$ cat src/hw/gpls_pkg.sv
// Shared constants, register map and decode helpers for the latch command block
package gpls_pkg;

  localparam int unsigned AXI_AW     = 12;    // Byte address width of the slave
  localparam int unsigned AXI_DW     = 32;    // Data width
  localparam int unsigned B_PINS     = 32;    // Second port pin count
  localparam int unsigned C_PINS     = 24;    // Third port pin count
  localparam int unsigned A_PINS     = 32;    // First port pin count (selector source)
  localparam int unsigned SEL_W      = 5;     // Selector field width
  localparam int unsigned SEL_REG_W  = 16;    // Selector register width
  localparam int unsigned SEL_DEPTH  = 8;     // Seven interrupt lines plus the non-maskable one
  localparam int unsigned SEL_AW     = 3;     // Selector index width
  localparam int unsigned NUM_XINT   = 7;     // External interrupt lines
  localparam int unsigned XINT_A_NUM = 2;     // Lines 1 and 2 pick from the first port
  localparam int unsigned NMI_IDX    = 7;     // Selector slot of the non-maskable line
  localparam int unsigned SEL_IDX_LSB = 2;    // Word index position in the byte address

  // Register byte offsets
  localparam logic [AXI_AW-1:0] OFS_B_TOG  = 12'h000;
  localparam logic [AXI_AW-1:0] OFS_C_SET  = 12'h004;
  localparam logic [AXI_AW-1:0] OFS_C_CLR  = 12'h008;
  localparam logic [AXI_AW-1:0] OFS_C_TOG  = 12'h00C;
  localparam logic [AXI_AW-1:0] OFS_B_DIR  = 12'h020;
  localparam logic [AXI_AW-1:0] OFS_C_DIR  = 12'h024;
  localparam logic [AXI_AW-1:0] OFS_B_DATA = 12'h028;
  localparam logic [AXI_AW-1:0] OFS_C_DATA = 12'h02C;
  localparam logic [AXI_AW-1:0] OFS_PERM   = 12'h030;
  localparam logic [AXI_AW-1:0] OFS_SEL    = 12'h040;  // Eight words, 0x040..0x05C
  localparam logic [AXI_AW-1:0] SEL_SPAN_MASK = 12'hFE0;

  // Reset values
  localparam logic [B_PINS-1:0]  B_LATCH_RST = 32'h0000_0000;
  localparam logic [C_PINS-1:0]  C_LATCH_RST = 24'h00_0000;
  localparam logic [B_PINS-1:0]  B_DIR_RST   = 32'h0000_0000;
  localparam logic [C_PINS-1:0]  C_DIR_RST   = 24'h00_0000;
  localparam logic [SEL_W-1:0]   SEL_RST     = 5'h00;
  localparam logic [AXI_DW-1:0]  ZERO_WORD   = 32'h0000_0000;

  // AXI responses
  localparam logic [1:0] RESP_OKAY   = 2'h0;
  localparam logic [1:0] RESP_SLVERR = 2'h2;

  // Decoded register identity
  typedef enum logic [3:0] {
    REG_B_TOG  = 4'h0,
    REG_C_SET  = 4'h1,
    REG_C_CLR  = 4'h2,
    REG_C_TOG  = 4'h3,
    REG_B_DIR  = 4'h4,
    REG_C_DIR  = 4'h5,
    REG_B_DATA = 4'h6,
    REG_C_DATA = 4'h7,
    REG_PERM   = 4'h8,
    REG_SEL    = 4'h9,
    REG_NONE   = 4'hF
  } gpls_reg_e;

  // Address to register identity, shared by the read and write paths
  function automatic gpls_reg_e gpls_decode(input logic [AXI_AW-1:0] addr);
    gpls_reg_e id;
    id = REG_NONE;
    case (addr)
      OFS_B_TOG:  id = REG_B_TOG;
      OFS_C_SET:  id = REG_C_SET;
      OFS_C_CLR:  id = REG_C_CLR;
      OFS_C_TOG:  id = REG_C_TOG;
      OFS_B_DIR:  id = REG_B_DIR;
      OFS_C_DIR:  id = REG_C_DIR;
      OFS_B_DATA: id = REG_B_DATA;
      OFS_C_DATA: id = REG_C_DATA;
      OFS_PERM:   id = REG_PERM;
      default:    id = REG_NONE;
    endcase
    if ((addr & SEL_SPAN_MASK) == OFS_SEL && addr[1:0] == 2'h0)
      id = REG_SEL;
    return id;
  endfunction

  // Byte strobes widened to a bit mask
  function automatic logic [AXI_DW-1:0] gpls_strb_mask(input logic [3:0] strb);
    logic [AXI_DW-1:0] m;
    m = ZERO_WORD;
    for (int i = 0; i < 4; i++)
      m[i*8 +: 8] = {8{strb[i]}};
    return m;
  endfunction

endpackage

$ cat src/hw/gpls_top.sv
// Pin latch set/clear/toggle command block with interrupt pin selectors, AXI4-Lite slave
`timescale 1ns/1ps
module gpls_top
  import gpls_pkg::*;
#(
  parameter int unsigned BP = B_PINS,
  parameter int unsigned CP = C_PINS
)(
  input  wire logic              aclk,
  input  wire logic              aresetn,
  input  wire logic [AXI_AW-1:0] s_axi_awaddr,
  input  wire logic [2:0]        s_axi_awprot,
  input  wire logic              s_axi_awvalid,
  output logic                   s_axi_awready,
  input  wire logic [AXI_DW-1:0] s_axi_wdata,
  input  wire logic [3:0]        s_axi_wstrb,
  input  wire logic              s_axi_wvalid,
  output logic                   s_axi_wready,
  output logic      [1:0]        s_axi_bresp,
  output logic                   s_axi_bvalid,
  input  wire logic              s_axi_bready,
  input  wire logic [AXI_AW-1:0] s_axi_araddr,
  input  wire logic [2:0]        s_axi_arprot,
  input  wire logic              s_axi_arvalid,
  output logic                   s_axi_arready,
  output logic      [AXI_DW-1:0] s_axi_rdata,
  output logic      [1:0]        s_axi_rresp,
  output logic                   s_axi_rvalid,
  input  wire logic              s_axi_rready,
  input  wire logic [A_PINS-1:0] port_a_pin_in,
  input  wire logic [BP-1:0]     port_b_pin_in,
  output logic      [BP-1:0]     port_b_out,
  output logic      [BP-1:0]     port_b_oe,
  output logic      [CP-1:0]     port_c_out,
  output logic      [CP-1:0]     port_c_oe,
  output logic      [NUM_XINT-1:0] external_interrupt_line,
  output logic                   external_nonmaskable_line
);

  // Read sequencer states
  typedef enum logic [1:0] {
    RD_IDLE = 2'b00,
    RD_MEM  = 2'b01,
    RD_RESP = 2'b10
  } gpls_rd_e;

  logic [AXI_AW-1:0]  aw_addr_q;     // Held write address
  logic               aw_full;       // Write address held
  logic [AXI_DW-1:0]  w_data_q;      // Held write data
  logic [3:0]         w_strb_q;      // Held write strobes
  logic               w_full;        // Write data held
  logic               wr_fire;       // Write performed this cycle
  gpls_reg_e          wr_id;         // Target of the write
  logic [AXI_DW-1:0]  wr_mask;       // Strobe mask of the write
  logic [AXI_DW-1:0]  wr_cmd;        // Command bits, unstrobed lanes forced to zero
  logic [BP-1:0]      cmd_b;         // Port B command bits
  logic [CP-1:0]      cmd_c;         // Port C command bits, reserved lanes dropped
  logic               wr_perm;       // Protected write permission
  logic               sel_we;        // Selector write enable
  gpls_rd_e           rd_state;      // Read sequencer state
  gpls_reg_e          rd_id;         // Target of the read in flight
  logic [SEL_AW-1:0]  sel_raddr;     // Selector read index
  logic [SEL_W-1:0]   sel_rdata;     // Selector read data
  logic [SEL_DEPTH*SEL_W-1:0] sel_flat; // All selectors
  logic [NUM_XINT-1:0] next_xint;    // Routed interrupt sources
  logic               next_nmi;      // Routed non-maskable source
  logic [SEL_W-1:0]   sel_nmi;       // Non-maskable selector

  // Write channel: address and data are captured independently, in any order
  assign wr_fire = aw_full && w_full && !s_axi_bvalid;
  assign wr_id   = gpls_decode(aw_addr_q);
  assign wr_mask = gpls_strb_mask(w_strb_q);
  assign wr_cmd  = w_data_q & wr_mask;
  assign cmd_b   = wr_cmd[BP-1:0];
  assign cmd_c   = wr_cmd[CP-1:0];

  // Write address holding register; ready drops while an address waits
  always_ff @(posedge aclk)
  begin
    if (!aresetn)
    begin
      aw_full       <= 1'b0;
      aw_addr_q     <= '0;
      s_axi_awready <= 1'b0;
    end
    else if (s_axi_awvalid && s_axi_awready)
    begin
      aw_full       <= 1'b1;
      aw_addr_q     <= s_axi_awaddr;
      s_axi_awready <= 1'b0;
    end
    else if (wr_fire)
    begin
      aw_full       <= 1'b0;
      s_axi_awready <= 1'b1;
    end
    else
      s_axi_awready <= !aw_full;
  end

  // Write data holding register
  always_ff @(posedge aclk)
  begin
    if (!aresetn)
    begin
      w_full       <= 1'b0;
      w_data_q     <= ZERO_WORD;
      w_strb_q     <= 4'h0;
      s_axi_wready <= 1'b0;
    end
    else if (s_axi_wvalid && s_axi_wready)
    begin
      w_full       <= 1'b1;
      w_data_q     <= s_axi_wdata;
      w_strb_q     <= s_axi_wstrb;
      s_axi_wready <= 1'b0;
    end
    else if (wr_fire)
    begin
      w_full       <= 1'b0;
      s_axi_wready <= 1'b1;
    end
    else
      s_axi_wready <= !w_full;
  end

  // Write response; unmapped addresses answer SLVERR, read-only ones are silently kept
  always_ff @(posedge aclk)
  begin
    if (!aresetn)
    begin
      s_axi_bvalid <= 1'b0;
      s_axi_bresp  <= RESP_OKAY;
    end
    else if (wr_fire)
    begin
      s_axi_bvalid <= 1'b1;
      s_axi_bresp  <= (wr_id == REG_NONE) ? RESP_SLVERR : RESP_OKAY;
    end
    else if (s_axi_bready)
      s_axi_bvalid <= 1'b0;
  end

  // Port B latch: only the toggle command reaches it here
  always_ff @(posedge aclk)
  begin
    if (!aresetn)
      port_b_out <= B_LATCH_RST;
    else if (wr_fire && wr_id == REG_B_TOG)
      // Output pins invert, non-output pins are cleared, zero bits keep
      port_b_out <= (port_b_out & ~(cmd_b & ~port_b_oe)) ^ (cmd_b & port_b_oe);
  end

  // Port C latch: set, clear and toggle commands
  always_ff @(posedge aclk)
  begin
    if (!aresetn)
      port_c_out <= C_LATCH_RST;
    else if (wr_fire)
    begin
      case (wr_id)
        REG_C_SET: port_c_out <= port_c_out | cmd_c;
        REG_C_CLR: port_c_out <= port_c_out & ~cmd_c;
        REG_C_TOG: port_c_out <= (port_c_out & ~(cmd_c & ~port_c_oe))
                                 ^ (cmd_c & port_c_oe);
        default:   port_c_out <= port_c_out;
      endcase
    end
  end

  // Pin direction: the enable is the output configuration itself, so a pin
  // that is not an output never carries its latch value
  always_ff @(posedge aclk)
  begin
    if (!aresetn)
    begin
      port_b_oe <= B_DIR_RST;
      port_c_oe <= C_DIR_RST;
    end
    else if (wr_fire && wr_id == REG_B_DIR)
      port_b_oe <= (port_b_oe & ~wr_mask[BP-1:0]) | wr_cmd[BP-1:0];
    else if (wr_fire && wr_id == REG_C_DIR)
      port_c_oe <= (port_c_oe & ~wr_mask[CP-1:0]) | wr_cmd[CP-1:0];
  end

  // Protected write permission bit
  always_ff @(posedge aclk)
  begin
    if (!aresetn)
      wr_perm <= 1'b0;
    else if (wr_fire && wr_id == REG_PERM && w_strb_q[0])
      wr_perm <= w_data_q[0];
  end

  // Selector writes land only while permission is open and lane 0 is strobed
  assign sel_we    = wr_fire && wr_id == REG_SEL && wr_perm && w_strb_q[0];
  assign sel_raddr = s_axi_araddr[SEL_IDX_LSB +: SEL_AW];

  gpls_sel_mem u_sel (
    .aclk    (aclk),
    .aresetn (aresetn),
    .we      (sel_we),
    .waddr   (aw_addr_q[SEL_IDX_LSB +: SEL_AW]),
    .wdata   (w_data_q[SEL_W-1:0]),
    .raddr   (sel_raddr),
    .rdata   (sel_rdata),
    .flat    (sel_flat)
  );

  // Read sequencer; the extra state covers the selector store's read latency
  always_ff @(posedge aclk)
  begin
    if (!aresetn)
    begin
      rd_state      <= RD_IDLE;
      rd_id         <= REG_NONE;
      s_axi_arready <= 1'b0;
      s_axi_rvalid  <= 1'b0;
      s_axi_rdata   <= ZERO_WORD;
      s_axi_rresp   <= RESP_OKAY;
    end
    else
    begin
      case (rd_state)
        RD_IDLE:
        begin
          s_axi_arready <= 1'b1;
          if (s_axi_arvalid && s_axi_arready)
          begin
            rd_id         <= gpls_decode(s_axi_araddr);
            s_axi_arready <= 1'b0;
            rd_state      <= RD_MEM;
          end
        end
        RD_MEM:
        begin
          s_axi_rvalid <= 1'b1;
          s_axi_rresp  <= (rd_id == REG_NONE) ? RESP_SLVERR : RESP_OKAY;
          case (rd_id)
            REG_B_DIR:  s_axi_rdata <= AXI_DW'(port_b_oe);
            REG_C_DIR:  s_axi_rdata <= AXI_DW'(port_c_oe);
            REG_B_DATA: s_axi_rdata <= AXI_DW'(port_b_out);
            REG_C_DATA: s_axi_rdata <= AXI_DW'(port_c_out);
            REG_PERM:   s_axi_rdata <= AXI_DW'(wr_perm);
            REG_SEL:    s_axi_rdata <= AXI_DW'(sel_rdata);
            default:    s_axi_rdata <= ZERO_WORD;
          endcase
          rd_state <= RD_RESP;
        end
        RD_RESP:
        begin
          if (s_axi_rready)
          begin
            s_axi_rvalid <= 1'b0;
            rd_state     <= RD_IDLE;
          end
        end
        default:
          rd_state <= RD_IDLE;
      endcase
    end
  end

  // Interrupt routing: lines 1-2 from the first port, the rest from the second
  for (genvar g = 0; g < NUM_XINT; g++)
  begin : g_xint
    if (g < XINT_A_NUM)
    begin : g_a
      assign next_xint[g] = port_a_pin_in[sel_flat[g*SEL_W +: SEL_W]];
    end
    else
    begin : g_b
      assign next_xint[g] = port_b_pin_in[sel_flat[g*SEL_W +: SEL_W]];
    end
  end
  assign sel_nmi  = sel_flat[NMI_IDX*SEL_W +: SEL_W];
  assign next_nmi = port_a_pin_in[sel_nmi];

  // Registered routed sources, one cycle behind the pins
  always_ff @(posedge aclk)
  begin
    if (!aresetn)
    begin
      external_interrupt_line   <= '0;
      external_nonmaskable_line <= 1'b0;
    end
    else
    begin
      external_interrupt_line   <= next_xint;
      external_nonmaskable_line <= next_nmi;
    end
  end
endmodule

$ cat src/hw/gpls_sel_mem.sv
// Selector store: eight 5-bit words, registered read port and a flat view
`timescale 1ns/1ps
module gpls_sel_mem
  import gpls_pkg::*;
#(
  parameter int unsigned DEPTH = SEL_DEPTH,
  parameter int unsigned WIDTH = SEL_W,
  parameter int unsigned AW    = SEL_AW
)(
  input  wire logic                   aclk,
  input  wire logic                   aresetn,
  input  wire logic                   we,
  input  wire logic [AW-1:0]          waddr,
  input  wire logic [WIDTH-1:0]       wdata,
  input  wire logic [AW-1:0]          raddr,
  output logic      [WIDTH-1:0]       rdata,
  output logic      [DEPTH*WIDTH-1:0] flat
);

  logic [WIDTH-1:0] mem [DEPTH];   // Selector words

  // Storage; every word resets so interrupt routing is defined at once
  always_ff @(posedge aclk)
  begin
    if (!aresetn)
    begin
      for (int i = 0; i < DEPTH; i++)
        mem[i] <= SEL_RST;
    end
    else if (we)
      mem[waddr] <= wdata;
  end

  // Registered read data, one cycle after the address
  always_ff @(posedge aclk)
  begin
    if (!aresetn)
      rdata <= SEL_RST;
    else
      rdata <= mem[raddr];
  end

  // Flat view for the routing logic, which needs all words at once
  for (genvar g = 0; g < DEPTH; g++)
  begin : g_flat
    assign flat[g*WIDTH +: WIDTH] = mem[g];
  end

endmodule

$ cat config.mk
export PLATFORM = sky130hd
export DESIGN_NAME = gpls_top
export DESIGN_NICKNAME = d
export VERILOG_FILES = /design/src/hw/gpls_pkg.sv /design/src/hw/gpls_top.sv /design/src/hw/gpls_sel_mem.sv
export SDC_FILE = /design/constraint.sdc
export NUM_CORES = 1
export LEC_CHECK = 0
export ABC_AREA = 1
export BUFFER_PORTS_ARGS = -buffer_cell sky130_fd_sc_hd__buf_2
export CORE_MARGIN = 2
export CORE_UTILIZATION = 32
export DETAILED_ROUTE_END_ITERATION = 8
export PLACE_DENSITY = 0.5
export SYNTH_ARGS = -nofsm -noshare
export SYNTH_HDL_FRONTEND = slang
export SYNTH_SLANG_ARGS = --single-unit
export TNS_END_PERCENT = 5
$ cat constraint.sdc
create_clock -name aclk -period 4 [get_ports aclk]
set_input_delay 1.2 -clock aclk [delete_from_list [all_inputs] [get_ports aclk]]
set_output_delay 1.2 -clock aclk [all_outputs]
set_load 0.05 [all_outputs]
**Yosys cells after proc, flatten, opt, wreduce, memory -nomap -nowiden**

Memory sizes are Yosys's and may differ from the RTL's. A register that Yosys moved wholly into a read port is not among the register bits.
Index checks and enable logic that the tools add are counted.

- Add/sub/neg operators: 0
- $mul: 0
- Divide/modulo/power cells: 0
- $lt $le $gt $ge: 8
- Equality and inequality tests: 37
- Shift operators: 0
- Multiplexer cells: 44
- Bitwise operators: 24
- Reductions and logical operators: 38

Operators by type and width:

| operator | number |
|---|---|
| 32-bit one-hot mux with 6 select lines | 1 |
| 32-bit AND | 5 |
| 24-bit AND | 5 |
| 12-bit by 6-bit == test with 1-bit output (second input constant) | 10 |
| 24-bit NOT | 4 |
| 32-bit NOT | 3 |
| 24-bit one-hot mux with 3 select lines | 1 |
| 4-bit one-hot mux with 9 select lines | 2 |
| 12-bit by 4-bit == test with 1-bit output (second input constant) | 4 |
| 5-bit by 6-bit less-than comparator with 1-bit output (second input constant) | 8 |
| 24-bit bitwise OR | 2 |
| 1-bit binary-select mux with 5-bit select | 8 |
| 32-bit bitwise OR | 1 |
| 32-bit bitwise XOR | 1 |
| 12-bit by 3-bit == test with 1-bit output (second input constant) | 2 |
| 4-bit by 3-bit == test with 1-bit output (second input constant) | 6 |
| 4-bit == test (second input constant) | 6 |
| 12-bit logical NOT | 2 |
| 24-bit bitwise XOR | 1 |
| 1-bit two-way mux | 22 |
| 1-bit logical AND | 15 |
| 7-bit by 2-bit == test with 1-bit output (second input constant) | 2 |
| 2-bit AND reduction | 5 |
| 4-bit by 2-bit == test with 1-bit output (second input constant) | 2 |
| 18 further kinds | 33 |

- Register bits: 218
- Bits in latches: 0
- RAM bits: 40
- Memory bits (read-only): 0
- Input bits: 137
- Output and inout port bits: 161
- Word-level logic and storage cells: 174
- Memories: 1

Memory list:

| name | words | width | rd ports | clocked after memory_dff | wr ports | RTL line | text |
|---|---|---|---|---|---|---|---|
| u_sel.mem | 8 | 5 | 9 | 1 | 8 | gpls_sel_mem.sv:20 | `logic [WIDTH-1:0] mem [DEPTH];` |

**Depth between registers and ports, before layout**

Gate-level depths: netlist (run 1).

- Word-level depth: 12
- Gate-level depth with buffers: 14
- Mapped depth without buffers: 13

**Hierarchy**

A second synthesis (run 1) with hierarchy kept.

- Cell total of the unflattened synthesis: 2375
- Area, all modules: 15048.2 um^2

By module, submodules not included:

| module | instances | cells each | area each (um^2) | seq. area each (um^2) |
|---|---|---|---|---|
| gpls_top | 1 | 2124 | 12886.1 | 4324.1 |
| gpls_sel_mem | 1 | 251 | 2162.1 | 1301.2 |

**Least setup slack after synthesis (run 1)**

No wires, ideal clock.

- Path kind: input to register
- From: input s_axi_araddr[4]
- To: register rd_id[1]
- Setup time: 0.115 ns
- Arrival: 2.369 ns
- Data required time: 3.885 ns
- Slack: 1.516 ns
- Stages on the path: 8
- Buffers on the path: 0
- Path through: inv_1 nand2_1 nor2_1 inv_1 o311ai_0 o31ai_1 nand2_1 nand2_1

- Word-level cells in the longest chain between the ends: 3
- Elaborated cells between the ends (all ways): 11
- Those cells by class: eq/ne (8); mux (2); reduce/logical (1)

RTL lines:

| element | RTL line | text |
|---|---|---|
| from (decl) | gpls_top.sv:22 | `input wire logic [AXI_AW-1:0] s_axi_araddr,` |
| 12-bit by 6-bit == test with 1-bit output (tied with other cells) | gpls_pkg.sv:62 | `case (addr)` |
| 4-bit one-hot mux with 9 select lines * | gpls_pkg.sv:62 |  |
| 4-bit two-way mux * | gpls_pkg.sv:74 | `if ((addr & SEL_SPAN_MASK) == OFS_SEL && addr[1:0] == 2'h0)` |
| to (signal assigned) | gpls_top.sv:230 | `rd_id <= gpls_decode(s_axi_araddr);` |
| to (decl) | gpls_top.sv:61 | `gpls_reg_e rd_id;` |

Mark *: on every way between the ends. The rest lies on a longest branch, timed or not.
A chain may end at the register's enable or synchronous reset.

**Final worst setup path (run 1)**

- From: register rd_id[2]
- To: register s_axi_rdata[18]

- Word-level cells in the longest chain between the ends: 2
- Elaborated cells between the ends (all ways): 7
- Those cells by class: eq/ne (6); mux (1)

RTL lines:

| element | RTL line | text |
|---|---|---|
| 4-bit == test / 4-bit by 3-bit == test with 1-bit output (equally long branches) | gpls_top.sv:239 | `case (rd_id)` |
| 32-bit one-hot mux with 6 select lines * | gpls_top.sv:239 |  |
| to (signal assigned) | gpls_top.sv:240 | `REG_B_DIR: s_axi_rdata <= AXI_DW'(port_b_oe);` |
| to (signal assigned) | gpls_top.sv:241 | `REG_C_DIR: s_axi_rdata <= AXI_DW'(port_c_oe);` |
| to (signal assigned) | gpls_top.sv:242 | `REG_B_DATA: s_axi_rdata <= AXI_DW'(port_b_out);` |
| to (decl) | gpls_top.sv:26 | `output logic [AXI_DW-1:0] s_axi_rdata,` |

Marks and branches as above.

==> summary.txt, run 1 <==
Status - finished clean
Worst Setup Start Kind - flop
Share of layout cells above drive strength 1 - 17.67%
Worst endpoint required time - 4.45 ns
Routability Congestion - 0.8657
Yosys warning count - 0
Post-synthesis sequential area ratio - 39.01%
Hold Path Class - flop to flop
CTS resizes - 0
Vias - 15570
Initial core utilization - 32.54%
Slew @ Worst Pin - 0.8734 ns
Port Buf Inserts - 289
Ports - 298
Drt pass-1 iters - 7
# fillers - 4741
Vias in the first global route - 14820
DIE AREA - 46780 µm²
Period minus WS final - 2.775 ns
Worst Clk Skew - 0.01181 ns
Crit-path max cell delay - 0.68 ns
Synthesis-stage register bit count - 261
Critical path's most frequent cell - inv_1
Worst R2R Start - rd_id[2]
Setup crit start - rd_id[2]
Terminus of the critical flop-to-flop path - s_axi_rdata[18]
Max Freq - 360.4 MHz
Synthesized area - 14420 µm²
Post-synth cell types - 50
Multi-input gate area in the final layout - 7665 µm²
Num CTS Buffers - 34
Worst-Skew Late Latency - 0.53 ns
CTS tree - built
1st-iter DRT viols - 1372
Synth Instances - 2046
Worst Reg-to-Reg Cells - 8
CP Max Fanout - 16
Area after DPL - 16290 µm²
Critical path start-end classification - flop to flop
Maximum vdd ir drop - 313.0 µV
Setup_tns - 0 ns
Sequential cell area - 5625 µm²
Final setup viols - 0
Flop-to-flop setup slack - 1.23 ns
Worst setup path end - s_axi_rdata[18]
Drt drc - 0
Worst rel slew slack - 41.71%
Max-slew violations - 0
Crit path cell chain - inv_1 -> nor2_1 -> nand3_1 -> inv_1 -> buf_4 -> a22o_1 -> o21ai_0 -> a21oi_1
Most common cell after layout, fill and taps aside - nand2_1
Leakage - 0.006991 µW
WL per Instance - 19.75 µm
Final hold vios - 0
Crit end category - flop
Clk slew on worst S/H paths - 0.06 ns
Gr usage total - 23.77%
Crit path max-delay cell type - inv_1
Clock buffer depth - 3
CTS Hold Bufs - 0
Mean number of vias per cell - 5.376
CTS H-tree lvls - 2
Worst path depth - 8
First-pass GRT wire length - 87130 µm
CP delay by family, top - buffers and inverters
Crit path buf inv count - 3
Area grow syn2layout - 20.96%
Post-synth EDFFs - 40
Syn Area/Cell - 7.049 µm²
Core area - 44320 µm²
Die Wd - 216.3 µm
Cell area after layout - 17440 µm²
Async set-or-reset flop fraction in the synthesized netlist - 0%
Max_cap viols - 0
Most frequent cells in the layout - 348 x nand2_1, 307 x nor2_1, 289 x buf_2
Post-CTS setup buffers - 0
Pwr dens - 380.2 nW/µm²
CP Data Arrival Time - 3.22 ns
GRT overflow - 0
# rows - 77
Number of sinks on the clock net - 261
RSZ-0062 raised after global routing - no
CTS Root Cell - clkbuf_16
Die height - 216.3 µm
Largest net degree at the start of global routing - 122
Prevailing post-synth register cell - dfxtp_1
HPWL after DPL - 39340 µm
Post-Route WL - 57200 µm
Fin crit share - 69.37%
Initial antenna violation count - 2
Antenna-violating nets left - 0
Final-stage net count - 2417
==> cells by family after synthesis <==
kind of cell / Yosys count / synth area share [%]
compound gates: 646 / 26.39
xor+xnor: 16 / 0.9718
buf+inv: 288 / 7.973
flops: 261 / 39.01
mux: 9 / 0.6247
other cells: 1 / 0.02600
simple gates: 825 / 25.00
==> cells in the mapped netlist, drive strengths merged (23+ instances only) <==
master	instances	area share [%]
inv	174	4.6
nand3	87	3.2
o21ai	255	8.8
o221ai	49	3.0
nand3b	23	1.2
edfxtp	40	8.3
nor2	320	8.8
a211oi	27	1.4
o22ai	31	1.3
nand2	356	9.4
a21oi	191	6.6
o211ai	24	1.2
clkbuf	87	2.3
dfxtp	221	31
==> metrics by stage <==
stage | hold WS, ns | utilization, % | power [µW] | instances | setup slack [ns]
6_report | 0.4575 | 39.36 | 6633 | 2896 | 1.225
5_1_grt | 0.4767 | 39.36 | 6886 | 2895 | 1.064
4_1_cts | 0.4619 | 39.36 | 6707 | 2895 | 1.297
3_5_place_dp | 0.4531 | 36.76 | 3529 | 2836 | 0.9784
3_3_place_gp | 0.4489 | 36.76 | 3521 | 2836 | 1.003
2_1_floorplan | 0.4365 | - | 3265 | 2047 | 1.516
==> power by group <==
part / leakage [µW] / switching (µW) / internal, µW / total [µW]
registers: 0.00221 / 100 / 2730 / 2830
logic: 0.00422 / 448 / 196 / 644
clock network: 0.000563 / 1240 / 1920 / 3160
total: 0.00699 / 1780 / 4850 / 6630
==> tightest hold or removal path: stages, from the launching register on <==
cell and delay, ns:
dfxtp_1 0.31, inv_2 0.05, a21oi_1 0.05
==> layout make-up <==
class	count	share of cell area [%]
inverters	180	3.916
repair buffers	305	9.052
clock inverters	11	0.7029
clock buffers	48	5.881
multi-input cells	1498	43.94
diodes	1	0.01435
well taps	592	4.246
flip-flops and latches	261	32.25
==> per-layer routing <==
layer  up-vias  share of wire [%]  wire (µm)  track usage, %
met1      7366                 44      25400           31.41
met4         2                3.7       2131           9.863
met3       123                7.1       4084           5.221
met2       566                 45      25570           37.50
met5         -              0.028         16               0
li1       7511                  -          -               -
==> how the worst min path moves through the flow <==
stage	to	slack [ns]	cells after the start	start
final	aw_addr_q[9]	0.46	2	aw_addr_q[9]
after global routing	s_axi_rdata[10]	0.48	2	s_axi_rdata[10]
after CTS	s_axi_rdata[14]	0.46	2	s_axi_rdata[14]
after detailed placement	s_axi_rdata[14]	0.45	2	s_axi_rdata[14]
after global placement	aw_addr_q[9]	0.45	2	aw_addr_q[9]
after floorplan	aw_addr_q[10]	0.44	2	aw_addr_q[10]
Power figures use the tool's default switching activity.
==> run 2, diff against run 1 <==
- clock period: 4 -> 2.56 ns (I/O delays scaled with it)
==> run 2 against run 1 <==
Net effect:
- critical path depth grew 5
- design area grew 1.1%
- first-iteration DRC count shrank 5.0%
- routed wire length grew 1.6%
- global-route usage grew 0.41 points
- sequential power grew 55%
- combinational power grew 68%
- sequential share of layout area shrank 0.34 points
- via count grew 0.25%
- die area is the same
- register-to-register slack lost 0.97 ns
- final cell count grew 0.79%
- critical endpoint is now u_sel.mem[3][2]
- highest routed layer unchanged
==> summary.txt, run 2 (synthesized netlist as in run 1, its figures left out) <==
Status - finished clean (unchanged)
1st-iter DRT viols - 1303 (was 1372)
Crit-path max cell delay - 0.31 ns (was 0.68 ns)
Crit path cell chain - inv_1 -> nand2_1 -> nor2_1 -> nand2_1 -> nand2_2 -> nand2_1 -> nand2_1 -> nor2_1 -> nor2_1 -> nor2_2 -> nor2_8 -> nand4_4 -> nand2_1 (was inv_1 -> nor2_1 -> nand3_1 -> inv_1 -> buf_4 -> a22o_1 -> o21ai_0 -> a21oi_1)
CP Data Arrival Time - 2.58 ns (was 3.22 ns)
Area grow syn2layout - 22.29% (was 20.96%)
Drt pass-1 iters - 5 (was 7)
Port Buf Inserts - 289 (unchanged)
Worst-Skew Late Latency - 0.59 ns (was 0.53 ns)
# fillers - 4714 (was 4741)
Largest net degree at the start of global routing - 62 (was 122)
Final hold vios - 0 (unchanged)
Initial core utilization - 32.54% (unchanged)
Setup_tns - 0 ns (unchanged)
DIE AREA - 46780 µm² (unchanged)
Global Route met2 Usage - 38.24% (was 37.50%)
Most common cell after layout, fill and taps aside - nand2_1 (unchanged)
Number of sinks on the clock net - 261 (unchanged)
Seq pwr share - 43.4% (was 42.7%)
CTS Root Cell - clkbuf_16 (unchanged)
Maximum vdd ir drop - 494.8 µV (was 313.0 µV)
First-pass GRT wire length - 88560 µm (was 87130 µm)
WL per Instance - 19.90 µm (was 19.75 µm)
Period minus WS final - 2.308 ns (was 2.775 ns)
Max-slew violations - 0 (unchanged)
Crit path max-delay cell type - dfxtp_1 (was inv_1)
Final-stage net count - 2437 (was 2417)
Comb pwr share - 10.6% (was 9.7%)
Worst Setup Start Kind - flop (unchanged)
Ports - 298 (unchanged)
Sw frac - 27.21% (was 26.89%)
Num CTS Buffers - 31 (was 34)
Critical path's most frequent cell - nand2_1 (was inv_1)
Clock share of power - 46.0% (was 47.6%)
CTS resizes - 0 (unchanged)
Core area - 44320 µm² (unchanged)
Net Switching - 2762 µW (was 1784 µW)
Met1 Resource Use GR - 33.01% (was 31.41%)
# rows - 77 (unchanged)
Vias - 15610 (was 15570)
Worst Clk Skew - 0.01649 ns (was 0.01181 ns)
CTS H-tree lvls - 1 (was 2)
Drt drc - 0 (unchanged)
Clk slew on worst S/H paths - 0.06 ns (about the same)
HPWL after DPL - 40560 µm (was 39340 µm)
CP Max Fanout - 8 (was 16)
CP delay by family, top - simple AND/OR/NAND/NOR gates (was buffers and inverters)
Most frequent cells in the layout - 347 x nand2_1, 307 x nor2_1, 289 x buf_2 (was 348 x nand2_1, 307 x nor2_1, 289 x buf_2)
Worst rel slew slack - 53.86% (was 41.71%)
Met3 global-route usage - 4.646% (was 5.221%)
Setup crit start - aw_addr_q[6] (was rd_id[2])
Routability Congestion - 0.9087 (was 0.8657)
CTS Hold Bufs - 0 (unchanged)
Slew @ Worst Pin - 0.6904 ns (was 0.8734 ns)
Internal power - 7391 µW (was 4849 µW)
Worst endpoint required time - 2.83 ns (was 4.45 ns)
Share of layout cells above drive strength 1 - 18.50% (was 17.67%)
Vias in the first global route - 14770 (was 14820)
Most used routing layer - met2 (unchanged)
CTS tree - built (unchanged)
Dpl ws - 0.1748 ns (was 0.9784 ns)
Max_cap viols - 0 (unchanged)
Die Wd - 216.3 µm (unchanged)
Clock buffer depth - 3 (unchanged)
Gr usage total - 24.18% (was 23.77%)
Final instance count without filler cells - 2919 (was 2896)
Fin crit share - 90.16% (was 69.37%)
Max Freq - 433.3 MHz (was 360.4 MHz)
RSZ-0062 raised after global routing - no (unchanged)
Pwr dens - 575.7 nW/µm² (was 380.2 nW/µm²)
Min Hold Slack - 0.3951 ns (was 0.4575 ns)
Hold_sp - s_axi_rready (was aw_addr_q[9])
Crit path buf inv count - 1 (was 3)
Hold Path Class - primary input to flop (was flop to flop)
Initial antenna violation count - 3 (was 2)
Critical path start-end classification - flop to flop (unchanged)
Antenna-violating nets left - 0 (unchanged)
Final setup viols - 0 (unchanged)
Crit end category - flop (unchanged)
Mean number of vias per cell - 5.347 (was 5.376)
Placed Cells - 2859 (was 2836)
Worst R2R Start - aw_addr_q[6] (was rd_id[2])
Post-CTS setup buffers - 0 (unchanged)
Post-Route WL - 58100 µm (was 57200 µm)
PnR worst setup slack - 0.2520 ns (was 1.225 ns)
Final Util - 39.79% (was 39.36%)
Leakage - 0.007099 µW (was 0.006991 µW)
Die height - 216.3 µm (unchanged)
GRT overflow - 0 (unchanged)
## run 2: per-stage QoR
step / instance area [µm²] / power [µW]
floorplan: 14430 / 5102
CTS: 17620 / 10250
global route: 17630 / 10530
detailed placement: 16550 / 5559
finish: 17640 / 10150
global placement: 16550 / 5549
## run 2: final cells by class
cell class	instances	area (µm²)	area share [%]
multi-input combinational	1498	7672	43.50
clock buffer	41	873.3	4.952
timing repair buffer	328	1839	10.43
tap	592	740.7	4.200
antenna	3	7.507	0.04257
clock inverter	16	192.7	1.093
inverter	180	683.2	3.874
sequential	261	5627	31.90
## run 2: routing by layer
| layer | vias up | part of all wire [%] |
|---|---|---|
| met2 | 581 | 45 |
| met4 | 2 | 3.5 |
| li1 | 7547 | - |
| met5 | - | 0.028 |
| met1 | 7352 | 45 |
| met3 | 125 | 7.0 |
## run 2: worst reg2reg max path: stages (launching register included)
cell and delay, ns:
dfxtp_1 0.31, inv_1 0.09, nand2_1 0.12, nor2_1 0.24, nand2_1 0.10, nand2_2 0.09
nand2_1 0.05, nand2_1 0.06, nor2_1 0.04, nor2_1 0.12, nor2_2 0.09, nor2_8 0.27
nand4_4 0.19, nand2_1 0.23
## run 2: path summary, 6_finish.rpt
check / end / slack [ns] / depth (start not counted)
worst max-delay path: u_sel.mem[3][2] / 0.25 / 13
worst min-delay path: s_axi_rvalid / 0.40 / 2
worst max register to register: u_sel.mem[3][2] / 0.25 / 13
worst min register to register: aw_addr_q[9] / 0.46 / 2
## run 2: power groups by stage
| stage | combinational [µW] | sequential, µW | clock, µW |
|---|---|---|---|
| final | 1080 | 4400 | 4670 |
| after global routing | 1190 | 4420 | 4930 |
| after CTS | 1070 | 4400 | 4780 |
| after detailed placement | 1070 | 4490 | 0 |
| after global placement | 1060 | 4490 | 0 |
| after floorplan | 625 | 4480 | 0 |
